$ cat config.mk
export PLATFORM = sky130hd
export DESIGN_NAME = dei_top
export DESIGN_NICKNAME = d
export VERILOG_FILES = /design/src/hdl/dei_pkg.sv /design/src/hdl/dei_top.sv
export VERILOG_INCLUDE_DIRS = /design/src /design/src/hdl
export SDC_FILE = /design/constraint.sdc
export NUM_CORES = 1
export LEC_CHECK = 0
export BUFFER_PORTS_ARGS = -buffer_cell sky130_fd_sc_hd__buf_2
export CAP_MARGIN = 40
export CORE_MARGIN = 3
export CORE_UTILIZATION = 52
export DETAILED_ROUTE_END_ITERATION = 12
export HOLD_SLACK_MARGIN = 0.06
export PLACE_DENSITY = 0.76
export SLEW_MARGIN = 30
export SYNTH_ARGS = -nofsm -noshare
export SYNTH_HDL_FRONTEND = slang
export SYNTH_SLANG_ARGS = --single-unit
export TNS_END_PERCENT = 30
$ cat constraint.sdc
create_clock -name I_CLK_SYS -period 3 [get_ports I_CLK_SYS]
set_input_delay 0.6 -clock I_CLK_SYS [delete_from_list [all_inputs] [get_ports I_CLK_SYS]]
set_output_delay 0.6 -clock I_CLK_SYS [all_outputs]
set_load 0.1 [all_outputs]
$ cat src/hdl/dei_consts.svh
`ifndef DEI_CONSTS_SVH
`define DEI_CONSTS_SVH

// Configuration space byte addresses
`define DEI_OFF_POL 32'h60000008
`define DEI_OFF_EN_SET 32'h6000000C
`define DEI_OFF_EN_CLR 32'h60000010
`define DEI_OFF_HI_SEL 32'h60000014
`define DEI_OFF_LO_SEL 32'h60000018
`define DEI_OFF_FLAGS 32'h6000001C
`define DEI_OFF_MIRROR0 32'h60000034
`define DEI_OFF_CIRC0 32'h60000040
`define DEI_OFF_MIRROR1 32'h60000054
`define DEI_OFF_CIRC1 32'h60000060
`define DEI_OFF_MIRROR2 32'h60000074
`define DEI_OFF_DONE0 32'h60000080
`define DEI_OFF_MIRROR3 32'h60000094
`define DEI_OFF_DONE1 32'h600000A0
`define DEI_OFF_IRQ_MODE 32'h600000C0
`define DEI_OFF_STATUS 32'h600000C4
`define DEI_OFF_MASK 32'h600000C8
`define DEI_OFF_PINSEL0 32'h600000CC
`define DEI_OFF_PINSEL1 32'h600000D0
`define DEI_OFF_PINSEL2 32'h600000D4

// Status and mask bit positions
`define DEI_ST_HI_IRQ 0
`define DEI_ST_LO_IRQ 1
`define DEI_ST_WAIT 2

// Event input positions
`define DEI_EV_I2C_BASE 19
`define DEI_EV_RSVD 25
`define DEI_EV_ERR_BASE 26

// Reset values
`define DEI_RST_WORD 32'h00000000
`define DEI_RST_STAT 3'h0
`define DEI_RST_SEL 3'h0

`endif

$ cat src/hdl/dei_pkg.sv
package dei_pkg;
	typedef logic [31:0] dei_word_t;
	typedef logic [4:0] dei_evnum_t;
	typedef logic [2:0] dei_stat_t;
endpackage : dei_pkg

$ cat src/hdl/dei_top.sv
// The implementer's own choice: the plain strobed port.
`timescale 1ns/10ps
`include "dei_consts.svh"

// Contract
// - A flagged, enabled event starts a transfer with no processor action.
// - Software toggles a trigger bit; the toggle reaches the event register as an edge.
// - Trigger bits 0,16,1,17,2,18,3,19,20,21 drive events 0,1,10,11,17,18,23,24,30,31.
// - Events 19..22 carry I2C port 0 and 1 transmit and receive requests.
// - Events 26..28 are OR of mute input, transmit and receive interrupts per port.
// - Each audio port selects its mute source from seven pins by a register.
// - A pin pulse of two or more cycles on the selected source raises an event.
// - An event marked for interrupt raises a processor interrupt, not a transfer.
// - A rising edge on the memory wait pin raises the non-maskable interrupt line.
// - The wait-pin interrupt is maskable and comes out of reset disabled.
// - The wait-pin interrupt always uses the rising edge, whatever wait polarity.
// - Trigger register sits on the core port only; event state is on the core port and also mapped at DEI_OFF_FLAGS.
// - Events are input transitions; polarity selects rising or falling capture.
// - Each event belongs to the high or low group, each with its own engine.
module dei_top #(
	parameter int PINS = 7,
	parameter int SELW = 3,
	parameter int PORTS = 3
) (
	input wire logic I_CLK_SYS,
	input wire logic I_RESETN,
	input wire logic [31:0] I_ADDR,
	input wire logic [31:0] I_WDATA,
	input wire logic I_WR,
	input wire logic I_RD,
	output logic [31:0] O_RDATA,
	input wire logic I_CORE_TRIG_WR,
	input wire logic [31:0] I_CORE_TRIG_WDATA,
	output logic [31:0] O_CORE_EVENT_STATE,
	input wire logic [3:0] I_RTI_REQ,
	input wire logic I_RTI_OVL,
	input wire logic [PORTS-1:0] I_AUDIO_TX_REQ,
	input wire logic [PORTS-1:0] I_AUDIO_RX_REQ,
	input wire logic [PORTS-1:0] I_AUDIO_TX_INT,
	input wire logic [PORTS-1:0] I_AUDIO_RX_INT,
	input wire logic I_HOST_INT,
	input wire logic [1:0] I_SPI_RX_REQ,
	input wire logic [1:0] I_I2C_TX_REQ,
	input wire logic [1:0] I_I2C_RX_REQ,
	input wire logic [PINS-1:0] I_IO_PIN,
	input wire logic I_EXTERNAL_MEMORY_WAIT_PIN,
	input wire logic [31:0] I_CIRC_STATE0,
	input wire logic [31:0] I_CIRC_STATE1,
	input wire logic I_HI_BUSY,
	input wire logic I_LO_BUSY,
	input wire logic I_HI_DONE,
	input wire logic I_LO_DONE,
	output logic O_HI_START,
	output logic [4:0] O_HI_EVENT,
	output logic O_LO_START,
	output logic [4:0] O_LO_EVENT,
	output logic O_IRQ,
	output logic O_NONMASKABLE_INTERRUPT_LINE
);

	dei_pkg::dei_word_t trig_reg, pol_reg, en_reg, grp_reg, flags_reg, irqmode_reg;
	dei_pkg::dei_word_t level_reg, prev_reg, done0_reg, done1_reg;
	dei_pkg::dei_word_t ev_in, edge_w, flags_next, hi_pend, lo_pend, started;
	dei_pkg::dei_stat_t stat_reg, mask_reg, stat_set;
	logic [SELW-1:0] sel_reg [PORTS];
	logic [PINS-1:0] pin_s1_reg, pin_s2_reg, pin_s3_reg, pin_lvl_reg;
	logic [PORTS-1:0] mute_lvl;
	logic wait_s1_reg, wait_s2_reg, wait_s3_reg, wait_lvl_reg, wait_rise;
	logic hi_valid, lo_valid, hi_is_irq, lo_is_irq, hi_go, lo_go;
	dei_pkg::dei_evnum_t hi_num, lo_num;
	logic wr_pol, wr_en_set, wr_en_clr, wr_hi, wr_lo, wr_flags, wr_irqmode;
	logic wr_stat, wr_mask, wr_done0, wr_done1;

	// Write decode, one register per address
	assign wr_pol = I_WR && (I_ADDR == `DEI_OFF_POL);
	assign wr_en_set = I_WR && (I_ADDR == `DEI_OFF_EN_SET);
	assign wr_en_clr = I_WR && (I_ADDR == `DEI_OFF_EN_CLR);
	assign wr_hi = I_WR && (I_ADDR == `DEI_OFF_HI_SEL);
	assign wr_lo = I_WR && (I_ADDR == `DEI_OFF_LO_SEL);
	assign wr_flags = I_WR && (I_ADDR == `DEI_OFF_FLAGS);
	assign wr_irqmode = I_WR && (I_ADDR == `DEI_OFF_IRQ_MODE);
	assign wr_stat = I_WR && (I_ADDR == `DEI_OFF_STATUS);
	assign wr_mask = I_WR && (I_ADDR == `DEI_OFF_MASK);
	assign wr_done0 = I_WR && (I_ADDR == `DEI_OFF_DONE0);
	assign wr_done1 = I_WR && (I_ADDR == `DEI_OFF_DONE1);

	// Trigger register lives on the core port only
	always_ff @(posedge I_CLK_SYS) begin
		if (!I_RESETN) begin
			trig_reg <= `DEI_RST_WORD;
		end else if (I_CORE_TRIG_WR) begin
			trig_reg <= I_CORE_TRIG_WDATA;
		end
	end

	// Configuration registers; enable and group use set/clear pairs so no read-modify-write race
	always_ff @(posedge I_CLK_SYS) begin
		if (!I_RESETN) begin
			pol_reg <= `DEI_RST_WORD;
			en_reg <= `DEI_RST_WORD;
			grp_reg <= `DEI_RST_WORD;
			irqmode_reg <= `DEI_RST_WORD;
			mask_reg <= `DEI_RST_STAT;
		end else begin
			if (wr_pol) begin
				pol_reg <= I_WDATA;
			end
			if (wr_en_set) begin
				en_reg <= en_reg | I_WDATA;
			end
			if (wr_en_clr) begin
				en_reg <= en_reg & ~I_WDATA;
			end
			if (wr_hi) begin
				grp_reg <= grp_reg | I_WDATA;
			end
			if (wr_lo) begin
				grp_reg <= grp_reg & ~I_WDATA;
			end
			if (wr_irqmode) begin
				irqmode_reg <= I_WDATA;
			end
			if (wr_mask) begin
				mask_reg <= I_WDATA[2:0];
			end
		end
	end

	// Mute source selects, one per audio port
	generate
		for (genvar g = 0; g < PORTS; g++) begin : g_port
			always_ff @(posedge I_CLK_SYS) begin
				if (!I_RESETN) begin
					sel_reg[g] <= `DEI_RST_SEL;
				end else if (I_WR && (I_ADDR == `DEI_OFF_PINSEL0 + 32'(4 * g))) begin
					sel_reg[g] <= I_WDATA[SELW-1:0];
				end
			end
			// Out-of-range selects give a quiet source
			assign mute_lvl[g] = (int'(sel_reg[g]) < PINS) ? pin_lvl_reg[sel_reg[g]] : 1'b0;
		end
	endgenerate

	// Pin synchronisers; a level counts only once two stages agree
	always_ff @(posedge I_CLK_SYS) begin
		if (!I_RESETN) begin
			pin_s1_reg <= '0;
			pin_s2_reg <= '0;
			pin_s3_reg <= '0;
			pin_lvl_reg <= '0;
		end else begin
			pin_s1_reg <= I_IO_PIN;
			pin_s2_reg <= pin_s1_reg;
			pin_s3_reg <= pin_s2_reg;
			pin_lvl_reg <= (pin_s2_reg & pin_s3_reg) | (pin_lvl_reg & (pin_s2_reg | pin_s3_reg));
		end
	end

	// Wait pin synchroniser, same filtering
	always_ff @(posedge I_CLK_SYS) begin
		if (!I_RESETN) begin
			wait_s1_reg <= 1'b0;
			wait_s2_reg <= 1'b0;
			wait_s3_reg <= 1'b0;
			wait_lvl_reg <= 1'b0;
		end else begin
			wait_s1_reg <= I_EXTERNAL_MEMORY_WAIT_PIN;
			wait_s2_reg <= wait_s1_reg;
			wait_s3_reg <= wait_s2_reg;
			if (wait_s2_reg == wait_s3_reg) begin
				wait_lvl_reg <= wait_s3_reg;
			end
		end
	end

	// Filtered pin, rising only: stretching polarity is never consulted here
	assign wait_rise = wait_s2_reg && wait_s3_reg && !wait_lvl_reg;

	// Event input assembly
	always_comb begin
		ev_in = '0;
		ev_in[0] = trig_reg[0];
		ev_in[1] = trig_reg[16];
		ev_in[3:2] = I_RTI_REQ[1:0];
		ev_in[4] = I_AUDIO_TX_REQ[0];
		ev_in[5] = I_AUDIO_RX_REQ[0];
		ev_in[6] = I_AUDIO_TX_REQ[1];
		ev_in[7] = I_AUDIO_RX_REQ[1];
		ev_in[8] = I_AUDIO_TX_REQ[2];
		ev_in[9] = I_AUDIO_RX_REQ[2];
		ev_in[10] = trig_reg[1];
		ev_in[11] = trig_reg[17];
		ev_in[12] = I_HOST_INT;
		ev_in[14:13] = I_SPI_RX_REQ;
		ev_in[16:15] = I_RTI_REQ[3:2];
		ev_in[17] = trig_reg[2];
		ev_in[18] = trig_reg[18];
		ev_in[`DEI_EV_I2C_BASE] = I_I2C_TX_REQ[0];
		ev_in[`DEI_EV_I2C_BASE + 1] = I_I2C_RX_REQ[0];
		ev_in[`DEI_EV_I2C_BASE + 2] = I_I2C_TX_REQ[1];
		ev_in[`DEI_EV_I2C_BASE + 3] = I_I2C_RX_REQ[1];
		ev_in[23] = trig_reg[3];
		ev_in[24] = trig_reg[19];
		ev_in[`DEI_EV_RSVD] = 1'b0;
		for (int p = 0; p < PORTS; p++) begin
			ev_in[`DEI_EV_ERR_BASE + p] = mute_lvl[p] | I_AUDIO_TX_INT[p] | I_AUDIO_RX_INT[p];
		end
		ev_in[29] = I_RTI_OVL;
		ev_in[30] = trig_reg[20];
		ev_in[31] = trig_reg[21];
	end

	// Level mirror and previous level for edge detection
	always_ff @(posedge I_CLK_SYS) begin
		if (!I_RESETN) begin
			level_reg <= `DEI_RST_WORD;
			prev_reg <= `DEI_RST_WORD;
		end else begin
			level_reg <= ev_in;
			prev_reg <= level_reg;
		end
	end

	// Polarity 0 captures rising, 1 captures falling
	assign edge_w = en_reg & (level_reg ^ prev_reg) & (level_reg ^ pol_reg);

	// Lowest pending index wins within each group
	always_comb begin
		hi_pend = flags_reg & grp_reg;
		lo_pend = flags_reg & ~grp_reg;
		hi_valid = |hi_pend;
		lo_valid = |lo_pend;
		hi_num = '0;
		lo_num = '0;
		for (int i = 31; i >= 0; i--) begin
			if (hi_pend[i]) begin
				hi_num = 5'(i);
			end
			if (lo_pend[i]) begin
				lo_num = 5'(i);
			end
		end
	end

	// Interrupt-mode entries bypass the engine, so they never wait on busy
	assign hi_is_irq = irqmode_reg[hi_num];
	assign lo_is_irq = irqmode_reg[lo_num];
	assign hi_go = hi_valid && (hi_is_irq || (!I_HI_BUSY && !O_HI_START));
	assign lo_go = lo_valid && (lo_is_irq || (!I_LO_BUSY && !O_LO_START));
	always_comb begin
		started = '0;
		if (hi_go) begin
			started[hi_num] = 1'b1;
		end
		if (lo_go) begin
			started[lo_num] = 1'b1;
		end
	end

	// Capture flags; a new edge beats any clear in the same cycle
	assign flags_next = (flags_reg & ~started & ~(wr_flags ? I_WDATA : '0)) | edge_w;
	always_ff @(posedge I_CLK_SYS) begin
		if (!I_RESETN) begin
			flags_reg <= `DEI_RST_WORD;
		end else begin
			flags_reg <= flags_next;
		end
	end

	// Engine start pulses, one per group
	always_ff @(posedge I_CLK_SYS) begin
		if (!I_RESETN) begin
			O_HI_START <= 1'b0;
			O_LO_START <= 1'b0;
			O_HI_EVENT <= '0;
			O_LO_EVENT <= '0;
		end else begin
			O_HI_START <= hi_go && !hi_is_irq;
			O_LO_START <= lo_go && !lo_is_irq;
			if (hi_go && !hi_is_irq) begin
				O_HI_EVENT <= hi_num;
			end
			if (lo_go && !lo_is_irq) begin
				O_LO_EVENT <= lo_num;
			end
		end
	end

	// Completion flags, tagged by the event last started
	always_ff @(posedge I_CLK_SYS) begin
		if (!I_RESETN) begin
			done0_reg <= `DEI_RST_WORD;
			done1_reg <= `DEI_RST_WORD;
		end else begin
			done0_reg <= (done0_reg & ~(wr_done0 ? I_WDATA : '0)) | (I_HI_DONE ? (32'h00000001 << O_HI_EVENT) : '0);
			done1_reg <= (done1_reg & ~(wr_done1 ? I_WDATA : '0)) | (I_LO_DONE ? (32'h00000001 << O_LO_EVENT) : '0);
		end
	end

	// Sticky status, write one to clear, set wins
	always_comb begin
		stat_set = '0;
		stat_set[`DEI_ST_HI_IRQ] = hi_go && hi_is_irq;
		stat_set[`DEI_ST_LO_IRQ] = lo_go && lo_is_irq;
		stat_set[`DEI_ST_WAIT] = wait_rise;
	end
	always_ff @(posedge I_CLK_SYS) begin
		if (!I_RESETN) begin
			stat_reg <= `DEI_RST_STAT;
		end else begin
			stat_reg <= (stat_reg & ~(wr_stat ? I_WDATA[2:0] : 3'h0)) | stat_set;
		end
	end

	// Interrupt outputs; the wait source feeds only the non-maskable line
	always_ff @(posedge I_CLK_SYS) begin
		if (!I_RESETN) begin
			O_IRQ <= 1'b0;
			O_NONMASKABLE_INTERRUPT_LINE <= 1'b0;
		end else begin
			O_IRQ <= |(stat_reg[1:0] & mask_reg[1:0]);
			O_NONMASKABLE_INTERRUPT_LINE <= stat_reg[`DEI_ST_WAIT] && mask_reg[`DEI_ST_WAIT];
		end
	end

	// Read port; data stands only in the cycle after the strobe
	always_ff @(posedge I_CLK_SYS) begin
		if (!I_RESETN) begin
			O_RDATA <= `DEI_RST_WORD;
			O_CORE_EVENT_STATE <= `DEI_RST_WORD;
		end else begin
			O_CORE_EVENT_STATE <= flags_reg;
			O_RDATA <= `DEI_RST_WORD;
			if (I_RD) begin
				case (I_ADDR)
					`DEI_OFF_POL: O_RDATA <= pol_reg;
					`DEI_OFF_EN_SET, `DEI_OFF_EN_CLR: O_RDATA <= en_reg;
					`DEI_OFF_HI_SEL: O_RDATA <= grp_reg;
					`DEI_OFF_LO_SEL: O_RDATA <= ~grp_reg;
					`DEI_OFF_FLAGS: O_RDATA <= flags_reg;
					`DEI_OFF_MIRROR0, `DEI_OFF_MIRROR1, `DEI_OFF_MIRROR2, `DEI_OFF_MIRROR3: O_RDATA <= level_reg;
					`DEI_OFF_CIRC0: O_RDATA <= I_CIRC_STATE0;
					`DEI_OFF_CIRC1: O_RDATA <= I_CIRC_STATE1;
					`DEI_OFF_DONE0: O_RDATA <= done0_reg;
					`DEI_OFF_DONE1: O_RDATA <= done1_reg;
					`DEI_OFF_IRQ_MODE: O_RDATA <= irqmode_reg;
					`DEI_OFF_STATUS: O_RDATA <= {29'h00000000, stat_reg};
					`DEI_OFF_MASK: O_RDATA <= {29'h00000000, mask_reg};
					`DEI_OFF_PINSEL0: O_RDATA <= 32'(sel_reg[0]);
					`DEI_OFF_PINSEL1: O_RDATA <= 32'(sel_reg[1]);
					`DEI_OFF_PINSEL2: O_RDATA <= 32'(sel_reg[2]);
					default: O_RDATA <= `DEI_RST_WORD;
				endcase
			end
		end
	end
endmodule : dei_top

* Word level (Yosys, flattened, before mapping) *
Memory sizes are Yosys's and may differ from the RTL's.
Cells that the tools add are included.

storage, ports and cells
  memories = 1
  register bits after elaboration = 426
  memory bits (writable) = 9
  output and inout bits = 78

operators by class
  reductions and logical operators = 44
  shift-type cells = 2
  magnitude comparators = 10
  bitwise logic cells = 41
  muxes and demuxes = 107
  equality and inequality tests = 21

memories
  memory   depth  bits a word  rd ports  clocked after Yosys merged registers in  write ports  line           source
  sel_reg  3      3            3         0                                        3            dei_top.sv:65  logic [SELW-1:0] sel_reg [PORTS];

operators with widths
  operator                                                                       count
  32-bit by 31-bit equality test with 1-bit output (second input constant)       20
  32-bit case mux with 16 select lines                                           1
  32-bit 2-to-1 mux                                                              11
  32-bit bitwise AND                                                             10
  5-bit 2-to-1 mux                                                               64
  32-bit NOT                                                                     6
  32-bit OR                                                                      6
  32-bit OR reduction                                                            2
  1-bit by 5-bit << shifter with 32-bit output (first input constant)            2
  32-bit bitwise XOR                                                             2
  1-bit logical AND                                                              27
  1-bit 2-to-1 mux                                                               20
  7-bit bitwise AND                                                              2
  7-bit OR                                                                       2
  3-bit by 4-bit less-than comparator with 1-bit output (second input constant)  3
  5-bit by 6-bit less-than comparator with 1-bit output (second input constant)  2
  3-bit 2-to-1 mux                                                               4
  1-bit binary-select mux with 5-bit select                                      2
  1-bit demux with 5-bit select                                                  2
  5-bit by 1-bit >= comparator with 1-bit output (second input constant)         2
  1-bit binary-select mux with 3-bit select                                      3
  3-bit less-than comparator (second input constant)                             3
  1-bit OR                                                                       9
  1-bit logical NOT                                                              7
  10 further kinds                                                               13

* Logic depth before layout (Yosys ltp) *
Gate-level depths: netlist of run 1.

  depth after elaboration = 44
  mapped depth = 13
  mapped depth without buffers = 11

* Least setup slack after synthesis of run 1 *
Ideal clock, no wire load.

  path type = flip-flop to flip-flop
  from = register (tool-made name)
  to = register O_HI_EVENT[1]
  setup slack = -0.136 ns
  arrival = 3.071 ns
  data required time = 2.935 ns
  setup time = 0.065 ns
  stages on the path, launching flop included = 12
  cell sequence = dfxtp_1 > nand2_1 > a32o_1 > a211oi_1 > o21ai_1 > nor3b_4 > mux2_4 > a21o_1 > or4_4 > nand4_4 > mux2_1 > nor2_1

RTL lines
  item                    line            source
  end signal: assignment  dei_top.sv:281  O_HI_EVENT <= hi_num;
  end: declaration        dei_top.sv:54   output logic [4:0] O_HI_EVENT,

==> results of run 1 <==
layout make-up:
class | instances | area [µm²] | share of cell area [%]
Multi-Input combinational cell | 1818 | 11300 | 42.96
Sequential cell | 421 | 8556 | 32.53
Timing Repair Buffer | 596 | 4297 | 16.34
Clock buffer | 65 | 1290 | 4.905
Tap cell | 504 | 630.6 | 2.398
Clock inverter | 13 | 137.6 | 0.5233
Inverter | 21 | 83.83 | 0.3188
Antenna cell | 3 | 7.507 | 0.02855
final timing paths:
path | to | slack, ns | depth (start not counted)
worst max-delay path | O_HI_EVENT[1]$_SDFFE_PN0P_ | -0.26 | 12
worst min-delay path | pin_s1_reg[4]$_SDFF_PN0_ | 0.21 | 2
worst max register to register | O_HI_EVENT[1]$_SDFFE_PN0P_ | -0.26 | 12
worst min register to register | pin_s2_reg[5]$_SDFF_PN0_ | 0.43 | 1
what timing repair did:
| item | CTS | global route |
|---|---|---|
| resized for setup | 108 | 62 |
| pin swaps | 21 | 35 |
| setup endpoints to repair | 46 | 43 |
| buffers inserted | 11 | 8 |
metal layers:
layer  global-route usage (%)  vias up  routed length [µm]
li1                         -     9686                   -
met3                    9.502      239               10280
met1                    54.79    10213               33840
met2                    62.25     1440               37480
met4                    17.11        0                3945
met5                        0        -                   0
layout by cell type, fill, tap and decap left out, types with 11 or more instances in the layout:
cell,n
nand3_1,57
o21ai_0,79
o221ai_1,34
o21ai_1,28
inv_1,20
buf_2,254
nor4_4,11
buf_6,12
o211ai_1,19
nand2b_1,30
clkbuf_16,44
mux2i_1,84
nand2_1,465
buf_12,33
a22oi_1,52
dfxtp_1,388
nor3_1,22
a22o_1,15
nor4_1,20
mux2_2,12
a21oi_1,234
and3_1,11
nor2_1,191
a221o_1,15
clkbuf_8,11
buf_4,297
dfxtp_2,21
a41oi_1,29
a211oi_1,34
and2_1,110
nor2b_1,21
a311oi_1,32
kinds of logic (layout without fill, tap and decap cells):
logic type                 after synthesis  in the layout  synth area share, %
muxes                                  106            106                5.677
AOI/OAI and AO/OA                      674            674                22.76
and+or+nand+nor                       1037           1037                24.47
adders and majority gates                1              1              0.06321
other                                    0              3                    0
buffers and inverters                  205            695                3.983
DFF                                    421            421                43.04
power breakdown:
group	total (mW)	switching, mW	internal, mW
Clock	5.48	2.33	3.15
Sequential	5.73	0.0612	5.67
Combinational	0.578	0.376	0.202
per-stage QoR:
stage / setup TNS, ns / hold WS (ns) / instances / worst slack (ns) / power, mW
2_1_floorplan: -0.01307 / 0.4119 / 2444 / -0.01307 / 6.111
3_3_place_gp: -22.81 / 0.4133 / 3341 / -0.5082 / 6.388
3_5_place_dp: -27.19 / 0.4206 / 3342 / -0.4767 / 6.404
4_1_cts: -4.389 / 0.1924 / 3431 / -0.2206 / 11.78
5_1_grt: -10.43 / 0.2180 / 3441 / -0.3481 / 12.07
6_report: -6.129 / 0.2096 / 3441 / -0.2579 / 11.79
critical path, stage by stage (launching register included):
cell and delay [ns]:
dfxtp_4 0.36, a22o_1 0.24, a31oi_2 0.16, o2111ai_2 0.20, a2111oi_4 0.44, nor3b_4 0.11
mux2_4 0.32, a21o_1 0.18, or4_4 0.53, nand4_4 0.16, buf_12 0.12, mux2_4 0.29
nor2_2 0.07
==> reports/metrics.yaml, run 1 <==
route:
  remaining_drc_errors: 0
  firstDrtPassIters: 6
  routed_wirelength_um: 85550
  drt-initial-drc-count: 2719
  vias_per_cell: 6.271
  ant_nets: 0
  drt-wirelength-per-cell_um: 24.86
  vias: 21578
sta:
  hold_violations: 0
  worstMarginPinSlew_ns: 0.9195
  fmax_ghz: 0.3069
  slew_headroom_pct: 38.05
  grt_setup_unrepaired: "true"
  fin_crit_ns: 3.258
  skew_ns: 0.03254
  drv_slew: 0
  fin_crit_sh_pct: 108.6
  finalSetupViolCount: 42
  fin_ws_ns: -0.2579
clocking:
  clk_path_buf_depth: 3
  clk_latency_ns: 0.60
  cts_htree_levels: 2
  clk_pin_slew_worst_paths_ns: 0.06
  clock_sinks: 421
  cts-buffers-inserted: 44
  root_buffer: "clkbuf_16"
  cts_hold_buf: 0
  cts_tree: "done"
finish:
  finalInstanceArea_mm2: 0.02630
  nets: 3104
  drive_gt1_share_pct: 28.80
  fin_util_pct: 70.99
  area_growth_pct: 32.89
  n_fill_cell: 2953
floorplan:
  start_util_pct: 53.42
  fp.dieArea_mm2: 0.04044
  core_mm2: 0.03705
  num_io_pins: 279
  die_h_um: 201.1
  chipWidth_um: 201.1
  rows: 70
critical_path:
  start_kind: "flop"
  crit_required_ns: 3.52
  worstPathMaxFanout: 5
  end_kind: "flop"
  worst-setup-path-type: "reg2reg"
  arrival_ns: 3.78
hold_path:
  hp-class: "in2reg"
  hold_path.startpoint: "I_IO_PIN[4]"
synthesis:
  syn_area_per_cell_um2: 8.097
  synth_edf_count: 9
  synth_top_flop_cell: "dfxtp_1"
  yosysWarnings: 0
  synth_nets: 2646
  yosysMostFrequentCell: "nand2_1"
  netlist_top_cells_count: "nand2_1, dfxtp_1, a21oi_1"
  synth_top_area_share_pct: 41.68
  yosys.area.top_type: "dfxtp_1"
  yosysSeqAreaShare_pct: 43.04
  syn_inst: 2444
  synthTopCellsByArea: "dfxtp_1, nand2_1, a21oi_1"
  syn_area_mm2: 0.01979
  ys_ff_latch: 421
  synth_cell_types: 84
  async_flop_share_pct: 0
power_and_ir_drop:
  ir_drop_mv: 0.4856
  power.density_mw_per_mm2: 448.4
  power.leakage_nw: 10.25
global_route:
  grt_max_degree: 77
  grt_first_pass_wirelength_um: 126000
  first_global_vias: 20615
  antenna_found_initial: 6
  track_usage_pct: 40.49
  overflow: 0
placement:
  placed_area_mm2: 0.02393
  place_congestion: 1.070
  port-buffer-count: 256
  dpl.hpwl_um: 63530
job:
  cap_violations: 0
outcome:
  status: "complete, but fails checks"
  violations: "negative setup slack"
Note: power is estimated with default switching activity, not from simulation.
==> run 2, diff against run 1 <==
Settings changed: GPL_TIMING_DRIVEN set to 0.
==> reports/metrics.yaml, run 2 (synthesis results as in run 1) <==
outcome:
  status: "complete, but fails checks"
  violations: "negative setup slack"
placement:
  port-buffer-count: 222  # -13%
  place_congestion: 1.086  # +1.5%
  dpl.hpwl_um: 72220  # +14%
  placedCellCount: 3180  # -4.8%
  placed_area_mm2: 0.02170  # -9.3%
finish:
  nets: 2998  # -3.4%
  area_growth_pct: 27.90
  fin_cells: 3335  # -3.1%
  drive_gt1_share_pct: 24.16  # -4.6 points
  mostFrequentLayoutCell: "nand2_1"
  antenna_cells: 0  # -3
  final_cell_mix: "nand2_1, dfxtp_1, a21oi_1, buf_2, nor2_1"
  n_fill_cell: 3071  # +4.0%
  finalInstanceArea_mm2: 0.02531  # -3.8%
critical_path:
  arrival_ns: 3.94  # +0.16 ns
  cpMostUsedCell: "buf_6"
  critPathMaxStageDelay_ns: 0.52  # about the same
  start_kind: "flop"
  crit_path_top_delay_cell: "a2111oi_4"
  worstPathCellList: "a22o_1 -> a31oi_4 -> o2111ai_4 -> a2111oi_4 -> nor3b_4 -> buf_6 -> mux2_4 -> a21o_1 -> o32ai_4 -> buf_6 -> nand3_4 -> o211ai_1 -> o21ai_1"
  rr_worst_depth: 13  # +1
  worstPathMaxFanout: 6  # +1
  crit_required_ns: 3.47  # -0.05 ns
  r2r_end: "flags_reg[24]$_SDFF_PN0_"
  worst-setup-path-type: "reg2reg"
  r2r_start: "flags_reg[27]$_SDFF_PN0_"
  end_kind: "flop"
  rrSetupSlack_ns: -0.47  # -0.21 ns
clocking:
  cts-buffers-inserted: 44  # unchanged
  cts_hold_buf: 0  # unchanged
  clk_latency_ns: 0.62  # +0.02 ns
  clock_sinks: 421  # unchanged
  cts_htree_levels: 2  # unchanged
  clk_pin_slew_worst_paths_ns: 0.06  # about the same
  clk_path_buf_depth: 3  # unchanged
  cts_tree: "done"
  root_buffer: "clkbuf_16"
sta:
  finalSetupViolCount: 50  # +19%
  hold_violations: 0  # unchanged
  drv_slew: 0  # unchanged
  fmax_ghz: 0.2882  # -6.1%
  skew_ns: 0.03227  # -0.0002687 ns
  fin_crit_sh_pct: 115.7  # +7.1 points
  grt_setup_unrepaired: "true"
  worstMarginPinSlew_ns: 0.9501  # +0.03064 ns
  fin_crit_ns: 3.470  # +0.2122 ns
  slew_headroom_pct: 36.66  # -1.4 points
  fin_ws_ns: -0.4702  # -0.2122 ns
global_route:
  first_global_vias: 20922  # +1.5%
  grt_max_degree: 15  # -81%
  overflow: 0  # unchanged
  track_usage_pct: 45.60  # +5.1 points
  grt_first_pass_wirelength_um: 137300  # +8.9%
  antenna_found_initial: 3  # -3
hold_path:
  hp-class: "in2reg"
  hold_path.startpoint: "I_RTI_REQ[2]"
  holdPathEnd: "level_reg[15]$_SDFF_PN0_"
  whs_path_depth: 2  # unchanged
floorplan:
  rows: 70  # unchanged
  num_io_pins: 279  # unchanged
  fp.dieArea_mm2: 0.04044  # unchanged
  die_h_um: 201.1  # unchanged
  start_util_pct: 53.42  # unchanged
  core_mm2: 0.03705  # unchanged
  chipWidth_um: 201.1  # unchanged
power_and_ir_drop:
  ir_drop_mv: 0.5618  # +16%
  power.leakage_nw: 9.310  # -9.2%
  power.density_mw_per_mm2: 494.2  # +10%
route:
  remaining_drc_errors: 0  # unchanged
  ant_nets: 0  # unchanged
  vias: 22477  # +4.2%
  vias_per_cell: 6.740  # +7.5%
  routed_wirelength_um: 96960  # +13%
  drt-wirelength-per-cell_um: 29.07  # +17%
  drt-initial-drc-count: 3500  # +29%
  firstDrtPassIters: 6  # unchanged
job:
  cap_violations: 0  # unchanged
## run 2: where the power goes
group	switching, mW	leakage (nW)	internal [mW]
Combinational	0.469	5.07	0.211
Sequential	0.0608	3.45	5.66
Clock	2.48	0.791	3.63
## run 2: worst max-delay path, delay by kind of cell (launching register included)
family / cells / cell delay (ns)
DFF: 1 / 0.36
and+or+nand+nor: 2 / 0.31
muxes: 1 / 0.32
buffers and inverters: 2 / 0.31
AOI/OAI and AO/OA: 8 / 2.02
## run 2: area by class of cell
class / count / area, µm² / area share (%)
multi-input combinational: 1818 / 11590 / 45.79
clock buffer: 59 / 1277 / 5.047
tap: 504 / 630.6 / 2.491
timing repair buffer: 311 / 1968 / 7.776
inverter: 21 / 78.83 / 0.3114
clock inverter: 22 / 354.1 / 1.399
sequential: 421 / 8611 / 34.02
buffer: 179 / 800.8 / 3.164
## run 2: layer usage
metal | wire length [µm] | up-vias | global-route usage, %
li1 | - | 9468 | -
met3 | 14180 | 490 | 15.05
met1 | 34740 | 10517 | 58.15
met5 | 27 | - | 0
met2 | 40690 | 1998 | 67.83
met4 | 7308 | 4 | 25.90
## run 2: repair_timing
action | 4_1_cts | 5_1_grt
buffers inserted | 70 | 7
pin swaps | 50 | 49
endpoints found under the setup margin | 160 | 206
gates cloned | 2 | 0
gates resized for setup | 257 | 111
## run 2: worst max path at each step
stage                                  start                    endpoint  slack (ns)  cells past startpoint
CTS                 flags_reg[27]$_SDFF_PN0_  O_HI_EVENT[1]$_SDFFE_PN0P_       -0.32                     12
global placement                        flop    flags_reg[25]$_SDFF_PN0_       -1.92                     12
global route        flags_reg[27]$_SDFF_PN0_     flags_reg[4]$_SDFF_PN0_       -0.50                     13
finish              flags_reg[27]$_SDFF_PN0_    flags_reg[24]$_SDFF_PN0_       -0.47                     13
floorplan                               flop     flags_reg[0]$_SDFF_PN0_       -0.01                     13
detailed placement                      flop     flags_reg[4]$_SDFF_PN0_       -1.59                     13
## run 2: metrics by stage
| stage | total power, mW | TNS, ns | hold slack [ns] | worst slack, ns | util [%] |
|---|---|---|---|---|---|
| after global routing | 12.73 | -17.12 | 0.1907 | -0.5004 | 68.32 |
| after floorplan | 6.111 | -0.01307 | 0.4119 | -0.01307 | - |
| after global placement | 6.434 | -205.77 | 0.4165 | -1.915 | 58.22 |
| after detailed placement | 6.453 | -206.69 | 0.4208 | -1.590 | 58.56 |
| final | 12.51 | -15.41 | 0.1876 | -0.4702 | 68.32 |
| after CTS | 12.43 | -9.512 | 0.1797 | -0.3238 | 67.12 |
